[src/shared/float_exec_pkg.sv]
// What this block does
// - Coprocessor finishes each instruction fully before accepting the next.
// - Coprocessor results are visible only after the producer completes.
// - Two decode cycles separate coprocessor instructions; latencies include them.
// - Latency depends on operation and on operand class: normal, subnormal, special.
// - Special operands take a separate short path, no longer than normal minimum.
// - Single normal: add 9-10, mac 18-21, divide 20-37, root 19-33.
// - Double normal: add 9-10, mac 19-26, divide 29-65, root 29-60.
// - Multiply takes 10-12 cycles single, 11-17 cycles double.
// - Every compare takes four or seven cycles in either precision.
// - Fixed latencies for moves, conversions and precision changes.
// - Early termination when no more work is needed gives the ranges.
// - Subnormal penalties apply only while flush-to-zero is off.
// - Subnormal result adds six to seven cycles on add, multiply, multiply-add and divide.
// - Subnormal operands add 5-6 for one, 9-10 for two or three; three also adds the intermediate penalty on multiply-add and double-to-single.
// - Subnormal multiply-add intermediate adds 11 to 13 cycles.
// - Multiply-add takes multiply plus add, less one cycle.
// - Fast path only for single precision, fast mode on, not short vector.
// - Fast path accepts only its listed single-precision operations.
// - Fast path writes 32 bits into one half of a 64-bit register.
// - Fast path never forwards early; every instruction takes exactly 7 cycles. Here wr_data changes the cycle after issue, six cycles before done_fast.
package float_exec_pkg;

  typedef logic [6:0] lat_type;

  typedef enum logic [3:0] {
    float_add_op = 4'h0,
    float_multiply_op = 4'h1,
    multiply_accumulate_op = 4'h2,
    float_divide_op = 4'h3,
    float_square_root_op = 4'h4,
    move_op = 4'h5,
    abs_neg_op = 4'h6,
    float_compare_op = 4'h7,
    int_to_float_op = 4'h8,
    float_to_int_op = 4'h9,
    fix_to_float_op = 4'hA,
    float_to_fix_op = 4'hB,
    single_to_double_convert = 4'hC,
    double_to_single_convert = 4'hD
  } op_type;

  localparam lat_type DECODE_CYCLES = 7'h02;
  localparam lat_type ADD_MIN = 7'h09;
  localparam lat_type ADD_MAX = 7'h0A;
  localparam lat_type MUL_S_MIN = 7'h0A;
  localparam lat_type MUL_S_MAX = 7'h0C;
  localparam lat_type MUL_D_MIN = 7'h0B;
  localparam lat_type MUL_D_MAX = 7'h11;
  localparam lat_type DIV_S_MIN = 7'h14;
  localparam lat_type DIV_S_MAX = 7'h25;
  localparam lat_type DIV_D_MIN = 7'h1D;
  localparam lat_type DIV_D_MAX = 7'h41;
  localparam lat_type SQRT_S_MIN = 7'h13;
  localparam lat_type SQRT_S_MAX = 7'h21;
  localparam lat_type SQRT_D_MIN = 7'h1D;
  localparam lat_type SQRT_D_MAX = 7'h3C;
  localparam lat_type MOVE_LAT = 7'h04;
  localparam lat_type CMP_SHORT = 7'h04;
  localparam lat_type CMP_LONG = 7'h07;
  localparam lat_type INT_TO_F_LAT = 7'h09;
  localparam lat_type F_TO_INT_LAT = 7'h08;
  localparam lat_type FIX_TO_F_LAT = 7'h09;
  localparam lat_type F_TO_FIX_S_LAT = 7'h06;
  localparam lat_type F_TO_FIX_D_LAT = 7'h08;
  localparam lat_type S_TO_D_LAT = 7'h05;
  localparam lat_type D_TO_S_LAT = 7'h07;
  localparam lat_type FAST_LAT = 7'h07;
  localparam lat_type RES_PEN_LO = 7'h06;
  localparam lat_type RES_PEN_HI = 7'h07;
  localparam lat_type OP1_PEN_LO = 7'h05;
  localparam lat_type OP1_PEN_HI = 7'h06;
  localparam lat_type OP2_PEN_LO = 7'h09;
  localparam lat_type OP2_PEN_HI = 7'h0A;
  localparam lat_type INTER_PEN_LO = 7'h0B;
  localparam lat_type INTER_PEN_HI = 7'h0D;
  localparam lat_type LAT_RESET = 7'h00;
  localparam logic [63:0] WORD_RESET = 64'h0;

endpackage

[src/design/cycle_timer.sv]
`timescale 1ns/10ps
module cycle_timer (
  // Clock and reset
  input wire logic clk,
  input wire logic rst_b,
  // Start
  input wire logic load,
  input wire float_exec_pkg::lat_type length,
  // Status
  output logic busy,
  output logic fire
);

  float_exec_pkg::lat_type count;

  // Counts down from length; fire marks the last cycle
  always_ff @(posedge clk or negedge rst_b) begin
    if (!rst_b) begin
      count <= float_exec_pkg::LAT_RESET;
    end else if (load) begin
      count <= length;
    end else if (count != float_exec_pkg::LAT_RESET) begin
      count <= count - 7'h01;
    end
  end

  assign busy = (count != float_exec_pkg::LAT_RESET);
  assign fire = (count == 7'h01);

endmodule

[src/design/float_exec_timing.sv]
`timescale 1ns/10ps
module float_exec_timing (
  // Clock and reset
  input wire logic clk,
  input wire logic rst_b,
  // Issue
  input wire logic issue_valid,
  output logic issue_ready,
  input wire float_exec_pkg::op_type op,
  input wire logic double_prec,
  input wire logic short_vector,
  // Modes
  input wire logic fast_float_mode,
  input wire logic flush_to_zero,
  // Operand data class
  input wire logic operand_special,
  input wire logic [1:0] subnormal_count,
  input wire logic inter_subnormal,
  input wire logic result_subnormal,
  input wire logic [5:0] extra_work,
  input wire logic penalty_high,
  // Fast path data
  input wire logic [31:0] fast_value,
  input wire logic upper_half,
  input wire logic [63:0] reg_old,
  // Completion
  output logic done,
  output logic done_fast,
  output logic busy,
  output logic [63:0] wr_data,
  output logic wr_upper,
  output float_exec_pkg::lat_type latency_taken
);

  typedef enum logic [2:0] {
    ST_IDLE = 3'b001,
    ST_COP = 3'b010,
    ST_FAST = 3'b100
  } state_type;

  state_type state;
  state_type next_state;

  float_exec_pkg::lat_type lat_lo;
  float_exec_pkg::lat_type lat_hi;
  float_exec_pkg::lat_type span;
  float_exec_pkg::lat_type base_lat;
  float_exec_pkg::lat_type pen_lat;
  float_exec_pkg::lat_type cop_lat;
  float_exec_pkg::lat_type work;
  logic two_point;
  logic has_op_pen;
  logic has_res_pen;
  logic has_int_pen;
  logic fast_op;
  logic fast_ok;
  logic accept;
  logic cop_load;
  logic fast_load;
  logic cop_busy;
  logic cop_fire;
  logic fast_busy;
  logic fast_fire;

  // Latency window per operation and precision
  always_comb begin
    lat_lo = float_exec_pkg::MOVE_LAT;
    lat_hi = float_exec_pkg::MOVE_LAT;
    two_point = 1'b0;
    has_op_pen = 1'b0;
    has_res_pen = 1'b0;
    has_int_pen = 1'b0;
    unique case (op)
      float_exec_pkg::float_add_op: begin
        lat_lo = float_exec_pkg::ADD_MIN;
        lat_hi = float_exec_pkg::ADD_MAX;
        has_op_pen = 1'b1;
        has_res_pen = 1'b1;
      end
      float_exec_pkg::float_multiply_op: begin
        lat_lo = double_prec ? float_exec_pkg::MUL_D_MIN : float_exec_pkg::MUL_S_MIN;
        lat_hi = double_prec ? float_exec_pkg::MUL_D_MAX : float_exec_pkg::MUL_S_MAX;
        has_op_pen = 1'b1;
        has_res_pen = 1'b1;
      end
      float_exec_pkg::multiply_accumulate_op: begin
        // Multiply and add, less one cycle
        lat_lo = (double_prec ? float_exec_pkg::MUL_D_MIN : float_exec_pkg::MUL_S_MIN)
          + float_exec_pkg::ADD_MIN - 7'h01;
        lat_hi = (double_prec ? float_exec_pkg::MUL_D_MAX : float_exec_pkg::MUL_S_MAX)
          + float_exec_pkg::ADD_MAX - 7'h01;
        has_op_pen = 1'b1;
        has_res_pen = 1'b1;
        has_int_pen = 1'b1;
      end
      float_exec_pkg::float_divide_op: begin
        lat_lo = double_prec ? float_exec_pkg::DIV_D_MIN : float_exec_pkg::DIV_S_MIN;
        lat_hi = double_prec ? float_exec_pkg::DIV_D_MAX : float_exec_pkg::DIV_S_MAX;
        has_op_pen = 1'b1;
        has_res_pen = 1'b1;
      end
      float_exec_pkg::float_square_root_op: begin
        lat_lo = double_prec ? float_exec_pkg::SQRT_D_MIN : float_exec_pkg::SQRT_S_MIN;
        lat_hi = double_prec ? float_exec_pkg::SQRT_D_MAX : float_exec_pkg::SQRT_S_MAX;
        has_op_pen = 1'b1;
      end
      float_exec_pkg::move_op, float_exec_pkg::abs_neg_op: begin
        lat_lo = float_exec_pkg::MOVE_LAT;
        lat_hi = float_exec_pkg::MOVE_LAT;
      end
      float_exec_pkg::float_compare_op: begin
        lat_lo = float_exec_pkg::CMP_SHORT;
        lat_hi = float_exec_pkg::CMP_LONG;
        two_point = 1'b1;
      end
      float_exec_pkg::int_to_float_op: begin
        lat_lo = float_exec_pkg::INT_TO_F_LAT;
        lat_hi = float_exec_pkg::INT_TO_F_LAT;
      end
      float_exec_pkg::float_to_int_op: begin
        lat_lo = float_exec_pkg::F_TO_INT_LAT;
        lat_hi = float_exec_pkg::F_TO_INT_LAT;
      end
      float_exec_pkg::fix_to_float_op: begin
        lat_lo = float_exec_pkg::FIX_TO_F_LAT;
        lat_hi = float_exec_pkg::FIX_TO_F_LAT;
      end
      float_exec_pkg::float_to_fix_op: begin
        lat_lo = double_prec ? float_exec_pkg::F_TO_FIX_D_LAT
          : float_exec_pkg::F_TO_FIX_S_LAT;
        lat_hi = lat_lo;
      end
      float_exec_pkg::single_to_double_convert: begin
        lat_lo = float_exec_pkg::S_TO_D_LAT;
        lat_hi = float_exec_pkg::S_TO_D_LAT;
        has_op_pen = 1'b1;
      end
      float_exec_pkg::double_to_single_convert: begin
        lat_lo = float_exec_pkg::D_TO_S_LAT;
        lat_hi = float_exec_pkg::D_TO_S_LAT;
        has_int_pen = 1'b1;
      end
      default: begin
        lat_lo = float_exec_pkg::MOVE_LAT;
        lat_hi = float_exec_pkg::MOVE_LAT;
      end
    endcase
  end

  // Early termination picks a point inside the window
  always_comb begin
    span = lat_hi - lat_lo;
    work = float_exec_pkg::lat_type'(extra_work);
    if (operand_special) begin
      base_lat = lat_lo;
    end else if (two_point) begin
      base_lat = (work != float_exec_pkg::LAT_RESET) ? lat_hi : lat_lo;
    end else if (work > span) begin
      base_lat = lat_hi;
    end else begin
      base_lat = lat_lo + work;
    end
  end

  // Subnormal penalties, only with flush-to-zero off
  always_comb begin
    pen_lat = float_exec_pkg::LAT_RESET;
    if (!flush_to_zero && !operand_special) begin
      if (has_op_pen) begin
        unique case (subnormal_count)
          2'h1: pen_lat = penalty_high ? float_exec_pkg::OP1_PEN_HI
            : float_exec_pkg::OP1_PEN_LO;
          2'h2, 2'h3: pen_lat = penalty_high ? float_exec_pkg::OP2_PEN_HI
            : float_exec_pkg::OP2_PEN_LO;
          2'h0: pen_lat = float_exec_pkg::LAT_RESET;
        endcase
      end
      if (has_int_pen && (inter_subnormal || subnormal_count == 2'h3)) begin
        pen_lat = pen_lat + (penalty_high ? float_exec_pkg::INTER_PEN_HI
          : float_exec_pkg::INTER_PEN_LO);
      end
      if (has_res_pen && result_subnormal) begin
        pen_lat = pen_lat + (penalty_high ? float_exec_pkg::RES_PEN_HI
          : float_exec_pkg::RES_PEN_LO);
      end
    end
  end

  // Decode cycles are already inside every figure
  assign cop_lat = base_lat + pen_lat;

  // Fast path selection
  always_comb begin
    unique case (op)
      float_exec_pkg::float_add_op, float_exec_pkg::abs_neg_op,
      float_exec_pkg::float_multiply_op, float_exec_pkg::multiply_accumulate_op,
      float_exec_pkg::float_compare_op, float_exec_pkg::int_to_float_op,
      float_exec_pkg::float_to_int_op, float_exec_pkg::fix_to_float_op,
      float_exec_pkg::float_to_fix_op: fast_op = 1'b1;
      default: fast_op = 1'b0;
    endcase
  end

  assign fast_ok = !double_prec && fast_float_mode && !short_vector && fast_op;

  // One instruction in flight; next taken only on completion
  assign issue_ready = (state == ST_IDLE) || cop_fire || fast_fire;
  assign accept = issue_valid && issue_ready;
  assign cop_load = accept && !fast_ok;
  assign fast_load = accept && fast_ok;

  cycle_timer cop_timer (
    .clk(clk),
    .rst_b(rst_b),
    .load(cop_load),
    .length(cop_lat),
    .busy(cop_busy),
    .fire(cop_fire)
  );

  cycle_timer fast_timer (
    .clk(clk),
    .rst_b(rst_b),
    .load(fast_load),
    .length(float_exec_pkg::FAST_LAT),
    .busy(fast_busy),
    .fire(fast_fire)
  );

  // Engine selection state
  always_comb begin
    next_state = state;
    if (accept) begin
      next_state = fast_ok ? ST_FAST : ST_COP;
    end else if (cop_fire || fast_fire) begin
      next_state = ST_IDLE;
    end
  end

  always_ff @(posedge clk or negedge rst_b) begin
    if (!rst_b) begin
      state <= ST_IDLE;
    end else begin
      state <= next_state;
    end
  end

  // Done flags only at completion, never early; fast path wr_data changes the cycle after issue
  assign done = cop_fire || fast_fire;
  assign done_fast = fast_fire;
  assign busy = cop_busy || fast_busy;

  // Merge 32-bit result into one half
  always_ff @(posedge clk or negedge rst_b) begin
    if (!rst_b) begin
      wr_data <= float_exec_pkg::WORD_RESET;
      wr_upper <= 1'b0;
    end else if (fast_load) begin
      wr_data <= upper_half ? {fast_value, reg_old[31:0]}
        : {reg_old[63:32], fast_value};
      wr_upper <= upper_half;
    end
  end

  always_ff @(posedge clk or negedge rst_b) begin
    if (!rst_b) begin
      latency_taken <= float_exec_pkg::LAT_RESET;
    end else if (accept) begin
      latency_taken <= fast_ok ? float_exec_pkg::FAST_LAT : cop_lat;
    end
  end

  // Elapsed cycles of the running instruction
  float_exec_pkg::lat_type watch;

  always_ff @(posedge clk or negedge rst_b) begin
    if (!rst_b) begin
      watch <= float_exec_pkg::LAT_RESET;
    end else if (accept) begin
      watch <= 7'h01;
    end else if (state != ST_IDLE) begin
      watch <= watch + 7'h01;
    end
  end
endmodule

[config.mk]
export PLATFORM = sky130hd
export DESIGN_NAME = float_exec_timing
export DESIGN_NICKNAME = d
export VERILOG_FILES = /design/src/shared/float_exec_pkg.sv /design/src/design/cycle_timer.sv /design/src/design/float_exec_timing.sv
export SDC_FILE = /design/constraint.sdc
export NUM_CORES = 1
export LEC_CHECK = 0
export BUFFER_PORTS_ARGS = -buffer_cell sky130_fd_sc_hd__buf_4
export CAP_MARGIN = 40
export CORE_UTILIZATION = 50
export CTS_CLUSTER_SIZE = 30
export DETAILED_ROUTE_END_ITERATION = 10
export MAX_ROUTING_LAYER = met4
export PLACE_DENSITY = 0.86
export RECOVER_POWER = 25
export SYNTH_ARGS = -nofsm -noshare
export SYNTH_HDL_FRONTEND = slang
export SYNTH_SLANG_ARGS = --single-unit
[constraint.sdc]
create_clock -name clk -period 5.4 [get_ports clk]
set_clock_uncertainty 0.1 [all_clocks]
set_input_delay 0 -clock clk [delete_from_list [all_inputs] [get_ports clk]]
set_output_delay 0 -clock clk [all_outputs]
set_load 0.02 [all_outputs]
* Word-level counts from Yosys, hierarchy flattened *
Memories as Yosys holds them, arrays and structs flattened.
Cells that the tools add are included.
Widths: inputs -> output; s select.

word-level totals
  memories = 1
  word-level logic and storage cells = 107
  register bits = 89
  bits in read-only memories = 16
  output and inout bits = 76

memory list
  memory           depth  width  read ports  clocked after Yosys merged registers in  write ports  RTL line                  RTL
  (no name shown)  16     1      1           0                                        0            float_exec_timing.sv:194  unique case (op)

cells by class
  order comparisons = 1
  eq/ne operators = 17
  reduce and logical (&&, ||, !) cells = 34
  multiplexer cells = 37
  $add $sub $neg = 11

operator list
  operator             number
  $mux 7               16
  $pmux 7 s10          1
  $mux 64              1
  $pmux 7 s9           1
  $eq 4x4->1 const B   6
  $pmux 7 s3           1
  $eq 7x1->1 const B   2
  $reduce_bool 7->1    2
  $sub 7x1->7 const B  2
  $mux 3               4
  $mux 4               3
  $mux 5               2
  $logic_and 1x1->1    9
  $eq 4x2->1 const B   2
  $eq 4x3->1 const B   2
  $reduce_or 2->1      4
  $add 7x3->7          1
  $add 7x4->7          1
  $add 7x6->7          1
  $add 7x7->7          1
  $gt 6x7->1           1
  $sub 6x1->7 const B  1
  $sub 7x7->7          1
  $add 5x4->6 const B  1
  other kinds (17)     34

* Depth between registers and ports, before layout *
  word-level depth = 13
  gate-level depth with buffers = 28
  mapped depth without buffers = 26

* Cells and area by module *
From an unflattened synthesis, not the netlist that was laid out.

unflattened totals
  cell total of the unflattened synthesis = 671
  area, all modules = 6002.0 um2

by module, submodules not included
  module             times used  cells each  seq. area each (um2)  area each (um2)
  float_exec_timing  1           565         1878.1                5081.1
  cycle_timer        2           53          175.2                 460.4

* Least setup slack after synthesis *
Ideal clock, no wire load.

  kind = input-to-reg
  start point = input op[1]
  end point = register latency_taken[6]
  stages = 27
  setup slack = 0.247 ns
  required time = 5.231 ns
  library setup time = 0.069 ns
  arrival = 4.983 ns
  buffers on the path = 2
  path through = buf_2 -> buf_1 -> xor2_1 -> a21oi_1 -> nor2_1 -> a211oi_1 -> ha_1 -> inv_1 -> fa_1 -> a21o_1 -> a21oi_1 -> xor2_1 -> ha_1 -> nand3_1 -> a21o_1 -> a21o_1 -> a21oi_4 -> mux2i_1 -> o221a_1 -> ha_1 -> fa_1 -> a21o_1 -> a21oi_1 -> o21bai_1 -> a2111o_1 -> a21o_1 -> nand3_1

between the ends
  cells in the longest elaborated chain, start to end = 13
  elaborated cells between the ends (all ways) = 45

RTL lines
  item                                      RTL line                  RTL
  start, declared                           float_exec_timing.sv:9    input wire float_exec_pkg::op_type op,
  $eq 4x4->1, or another cell as far along  float_exec_timing.sv:73   unique case (op)
  $reduce_or 6->1 (no source line)          -
  $mux 1                                    float_exec_timing.sv:73
  $mux 7                                    float_exec_timing.sv:169  if (has_op_pen) begin
  $mux 7                                    float_exec_timing.sv:168  if (!flush_to_zero && !operand_special) begin
  $add 7x4->7                               float_exec_timing.sv:179  pen_lat = pen_lat + (penalty_high ? float_exec_pkg::INTER_PEN_HI
  $mux 7                                    float_exec_timing.sv:178  if (has_int_pen && (inter_subnormal || subnormal_count == 2'h3)) begin
  $mux 7                                    float_exec_timing.sv:168
  $add 7x3->7                               float_exec_timing.sv:183  pen_lat = pen_lat + (penalty_high ? float_exec_pkg::RES_PEN_HI
  $mux 7                                    float_exec_timing.sv:182  if (has_res_pen && result_subnormal) begin
  $mux 7                                    float_exec_timing.sv:168
  $add 7x7->7                               float_exec_timing.sv:190  assign cop_lat = base_lat + pen_lat;
  $mux 7 *                                  float_exec_timing.sv:269  latency_taken <= fast_ok ? float_exec_pkg::FAST_LAT : cop_lat;
  end signal, assigned                      float_exec_timing.sv:267  latency_taken <= float_exec_pkg::LAT_RESET;
  end signal, assigned                      float_exec_timing.sv:269
  end, declared                             float_exec_timing.sv:32   output float_exec_pkg::lat_type latency_taken

Every way passes the cells marked *; elsewhere a longest branch is shown, timed or not. The select of a mux whose other input is x is not followed.
A chain may end at the register's enable or synchronous reset.

* Worst setup path in the final report *
  start point = input op[2]
  end point = register cop_timer.count[6]

between the ends
  cells in the longest elaborated chain, start to end = 13
  elaborated cells between the ends (all ways) = 48

RTL lines
  item                                      RTL line                  RTL
  $eq 4x4->1, or another cell as far along  float_exec_timing.sv:73
  $reduce_or 6->1 (no source line)          -
  $mux 1                                    float_exec_timing.sv:73
  $mux 7                                    float_exec_timing.sv:169
  $mux 7                                    float_exec_timing.sv:168
  $add 7x4->7                               float_exec_timing.sv:179
  $mux 7                                    float_exec_timing.sv:178
  $mux 7                                    float_exec_timing.sv:168
  $add 7x3->7                               float_exec_timing.sv:183
  $mux 7                                    float_exec_timing.sv:182
  $mux 7                                    float_exec_timing.sv:168
  $add 7x7->7                               float_exec_timing.sv:190
  $mux 7                                    cycle_timer.sv:20         end else if (load) begin
  end signal, assigned                      cycle_timer.sv:19         count <= float_exec_pkg::LAT_RESET;
  end signal, assigned                      cycle_timer.sv:21         count <= length;
  end signal, assigned                      cycle_timer.sv:23         count <= count - 7'h01;
  end, declared                             cycle_timer.sv:14         float_exec_pkg::lat_type count;

Parallel ways exist; a longest one is shown, timed or not. The select of a mux whose other input is x is not followed.

==> impl_metrics.xml <==
<?xml version="1.0" encoding="UTF-8"?>
<metrics>
  <group name="grt">
    <metric name="gr-usage-all-layers" unit="%">41.2</metric>
    <metric name="first_global_vias" unit="">6578</metric>
    <metric name="global_route_wire_length_before_repair" unit="um">35100</metric>
    <metric name="grt_remaining_overflow" unit="">0</metric>
    <metric name="grt_antenna_before_repair" unit="">3</metric>
    <metric name="grt_start_max_net_pins" unit="">93</metric>
  </group>
  <group name="synth">
    <metric name="synth.avg_cell_area" unit="um^2">8.97</metric>
    <metric name="synth_cells" unit="">650</metric>
    <metric name="ys_dominant_reg_cell" unit="">dfrtp_1</metric>
    <metric name="synth.cell_area" unit="um^2">5830</metric>
    <metric name="synth_async_sr_flop_share" unit="%">100</metric>
    <metric name="post_synth_main_area_contributors" unit="">dfrtp_1 38%, mux2i_1 12%, ha_1 6.4%, nand2_1 6.4%, o21ai_1 6.1%</metric>
    <metric name="synth_enable_flop_cells" unit="">0</metric>
    <metric name="synth_warnings" unit="">0</metric>
    <metric name="ys_seq_elements" unit="">89</metric>
    <metric name="netlist.top_cell.by_area" unit="">dfrtp_1</metric>
    <metric name="synth_seq_area_share" unit="%">38.2</metric>
    <metric name="synth.lib_cells_used.distinct" unit="">66</metric>
    <metric name="synth_top_cell_area_share" unit="%">37.8</metric>
    <metric name="mappedNetlistNets" unit="">804</metric>
  </group>
  <group name="cts">
    <metric name="clock_tree.root_cell" unit="">clkbuf_16</metric>
    <metric name="cts_inserted_buffers" unit="">9</metric>
    <metric name="tritoncts" unit="">built</metric>
    <metric name="cts-htree-levels" unit="">3</metric>
    <metric name="ctsLongestPathBuffers" unit="">2</metric>
    <metric name="clk_pin_slew" unit="ns">0.06</metric>
    <metric name="clock_insertion_delay_worst_skew" unit="ns">0.34</metric>
    <metric name="clock-sinks" unit="">89</metric>
  </group>
  <group name="floorplan">
    <metric name="floorplan.io_pins" unit="">196</metric>
    <metric name="dieHeight" unit="um">110</metric>
    <metric name="placementRows" unit="">39</metric>
    <metric name="die_w" unit="um">110</metric>
    <metric name="floorplan.initialDensity" unit="%">51.3</metric>
    <metric name="fp.dieArea" unit="um^2">12100</metric>
    <metric name="coreArea" unit="um^2">11400</metric>
  </group>
  <group name="pwr">
    <metric name="p_int" unit="uW">2080</metric>
    <metric name="share_clk_of_total_power" unit="%">18.4</metric>
    <metric name="cellLeakagePower" unit="uW">0.00445</metric>
    <metric name="comb_power_share" unit="%">47.8</metric>
    <metric name="net-switching-power" unit="uW">1550</metric>
    <metric name="share_seq_of_total_power" unit="%">33.8</metric>
    <metric name="p_per_area" unit="nW/um^2">405</metric>
    <metric name="power_switching_share" unit="%">42.6</metric>
    <metric name="max-vdd-ir-drop" unit="V">0.000327</metric>
  </group>
  <group name="sta">
    <metric name="final.hold.worst_slack" unit="ns">0.0622</metric>
    <metric name="unrepaired_setup_endpoints_after_global_routing" unit="">false</metric>
    <metric name="slew_violations" unit="">42</metric>
    <metric name="finalHoldViolCount" unit="">0</metric>
    <metric name="final.setup.worst_slack" unit="ns">0.359</metric>
    <metric name="finalSetupViolations" unit="">0</metric>
    <metric name="layout_worst_path_cycle_share" unit="%">93.3</metric>
    <metric name="fmax" unit="MHz">198</metric>
    <metric name="max-slew-margin-rel" unit="%">-70.0</metric>
    <metric name="tns" unit="ns">0</metric>
    <metric name="worstMarginPinSlew" unit="ns">2.55</metric>
    <metric name="fin_crit" unit="ns">5.04</metric>
  </group>
  <group name="finish">
    <metric name="area_delta_synth_final" unit="%">53.8</metric>
    <metric name="commonest_cells_after_routing_fill_and_taps_aside" unit="">178 x buf_4, 128 x dlygate4sd3_1, 98 x nand2_1</metric>
    <metric name="final_cell_area" unit="um^2">8960</metric>
    <metric name="mostFrequentLayoutCell" unit="">buf_4</metric>
    <metric name="nets" unit="">1115</metric>
    <metric name="final-instance-count-excl-fill" unit="">1112</metric>
    <metric name="fraction_of_layout_cells_with_a_size_suffix_above_1" unit="%">22.0</metric>
  </group>
  <group name="drt">
    <metric name="final_routed_wirelength" unit="um">22800</metric>
    <metric name="number_of_detailed_routing_iterations_run_before_antenna_repair" unit="">6</metric>
    <metric name="avgRoutedWirePerCell" unit="um">20.5</metric>
    <metric name="initialDrtViolationCount" unit="">517</metric>
    <metric name="detail-route-antenna-nets" unit="">0</metric>
    <metric name="route.detailed.vias_per_inst" unit="">5.84</metric>
    <metric name="drt_drc_violations_left" unit="">0</metric>
    <metric name="via_count" unit="">6498</metric>
  </group>
  <group name="critical_path">
    <metric name="cp.buffers_inverters" unit="">1</metric>
    <metric name="critical-path-max-stage-delay" unit="ns">0.41</metric>
    <metric name="worst-endpoint-required" unit="ns">5.57</metric>
    <metric name="critical_path_start_end_classification" unit="">input port to flip-flop</metric>
    <metric name="worst_r2r_path_depth" unit="">6</metric>
    <metric name="worst_setup_path_start_kind" unit="">input port</metric>
    <metric name="worst-r2r-setup-slack" unit="ns">1.94</metric>
    <metric name="critPathCaptureType" unit="">flip-flop</metric>
    <metric name="rr_startpoint" unit="">cop_timer.count[3]$_DFFE_PN0P_</metric>
    <metric name="critical_path.slowest_cell" unit="">fa_1</metric>
    <metric name="arrival" unit="ns">5.21</metric>
    <metric name="r2r-end" unit="">wr_data[16]$_DFFE_PN0P_</metric>
    <metric name="worst_path_dominant_cell_family" unit="">compound AO/OA/AOI/OAI gates</metric>
    <metric name="worst-path-max-fanout" unit="">12</metric>
    <metric name="path_common_cell" unit="">a21o_1</metric>
  </group>
  <group name="hold_path">
    <metric name="hold-path-endpoint" unit="">latency_taken[5]$_DFFE_PN0P_</metric>
    <metric name="worstHoldPathCells" unit="">5</metric>
    <metric name="hold_path_class" unit="">input port to flip-flop</metric>
    <metric name="worstHoldStart" unit="">issue_valid</metric>
  </group>
  <group name="placed_design">
    <metric name="portBuffers" unit="">195</metric>
    <metric name="post-place-ws" unit="ns">0.0448</metric>
    <metric name="dp_cells" unit="">965</metric>
    <metric name="dpl_cell_area" unit="um^2">7450</metric>
    <metric name="place_hpwl" unit="um">11900</metric>
    <metric name="place_congestion" unit="">0.927</metric>
  </group>
  <group name="status">
    <metric name="violations_in_the_final_reports" unit="">max-capacitance violations, max-slew violations</metric>
    <metric name="outcome" unit="">finished with violations</metric>
  </group>
  <group name="flow_run">
    <metric name="max_cap_violations" unit="">1</metric>
  </group>
</metrics>
## registers in the layout (all words and copies together), names as in the netlist
name and cells:
cop_timer.count 7, wr_data 64, latency_taken 7, state 3, wr_upper 1, fast_timer.count 7
## cell usage after synthesis (4+ instances only)
| cell | instances |
|---|---|
| a211oi_1 | 7 |
| a21o_1 | 13 |
| a21oi_1 | 22 |
| buf_1 | 8 |
| clkbuf_1 | 22 |
| dfrtp_1 | 88 |
| fa_1 | 4 |
| ha_1 | 30 |
| inv_1 | 27 |
| mux2i_1 | 71 |
| nand2_1 | 99 |
| nand2b_1 | 5 |
| nand3_1 | 11 |
| nor2_1 | 47 |
| nor2b_1 | 6 |
| nor3_1 | 5 |
| o21ai_0 | 9 |
| o21ai_1 | 71 |
| o21bai_1 | 4 |
| o22ai_1 | 5 |
| xnor2_1 | 13 |
| xor2_1 | 11 |
## cell families (layout without fill, tap and decap cells)
| logic type | Yosys count | count (layout) | share of synthesized area, % |
|---|---|---|---|
| adders and majority gates | 34 | 34 | 7.81 |
| buffers and inverters | 63 | 379 | 4.23 |
| xor gates and xnor gates | 24 | 24 | 3.61 |
| muxes | 72 | 72 | 12.4 |
| AOI/OAI and AO/OA | 159 | 159 | 16.8 |
| and+or+nand+nor | 209 | 209 | 17.0 |
| DFF | 89 | 89 | 38.2 |
| other | 0 | 3 | 0 |
## power groups by stage
| stage | logic, uW | clock network (uW) | registers, uW |
|---|---|---|---|
| 5_1_grt | 1870 | 705 | 1260 |
| 3_3_place_gp | 1530 | 0 | 1150 |
| 2_1_floorplan | 616 | 0 | 1450 |
| 6_report | 1740 | 667 | 1230 |
| 3_5_place_dp | 1580 | 0 | 1170 |
| 4_1_cts | 1680 | 650 | 1160 |
## worst register-to-register path: stages, from the launching register on
cell	delay [ns]
dfrtp_1	0.41
nor4_1	0.44
and3b_1	0.32
o31a_1	0.42
nand2_4	0.58
buf_4	0.52
o21ai_1	0.52
## routing by layer
metal  up-vias  track usage [%]  wire, um
li1       2899                -         -
met1      3096             43.5      8120
met2       360             62.6     11400
met3       143             18.8      1900
met4         0             25.9      1410
met5         -                -         0
## cell type report
type                       instances  area, um^2
inverter                          30         113
tap                              143         179
sequential                        89        2230
clock inverter                     2        35.0
fill                             717        2410
timing repair buffer             333        2770
multi-input combinational        498        3360
clock buffer                      14         274
antenna                            3        7.51
## through the flow
stage               power [uW]  util [%]
global placement          2680      65.0
finish                    3630      78.8
CTS                       3490      79.5
floorplan                 2060         -
detailed placement        2750      65.5
global route              3840      78.8
## how the worst max path moves through the flow
stage	from	end	slack, ns	depth (start not counted)
2_1_floorplan	op[1]	latency_taken[6]$_DFFE_PN0P_	0.25	27
3_3_place_gp	op[1]	latency_taken[6]$_DFFE_PN0P_	0.21	25
3_5_place_dp	op[2]	cop_timer.count[6]$_DFFE_PN0P_	0.04	27
4_1_cts	op[2]	cop_timer.count[6]$_DFFE_PN0P_	0.38	27
5_1_grt	op[2]	cop_timer.count[6]$_DFFE_PN0P_	0.13	27
6_report	op[2]	cop_timer.count[6]$_DFFE_PN0P_	0.36	27
## timing repair
action	in CTS	in global routing
endpoints found under the hold margin	106	0
resized for setup	0	0
buffers inserted	0	0
hold buffers	128	0
No activity file was read; power rests on OpenSTA's default activity.
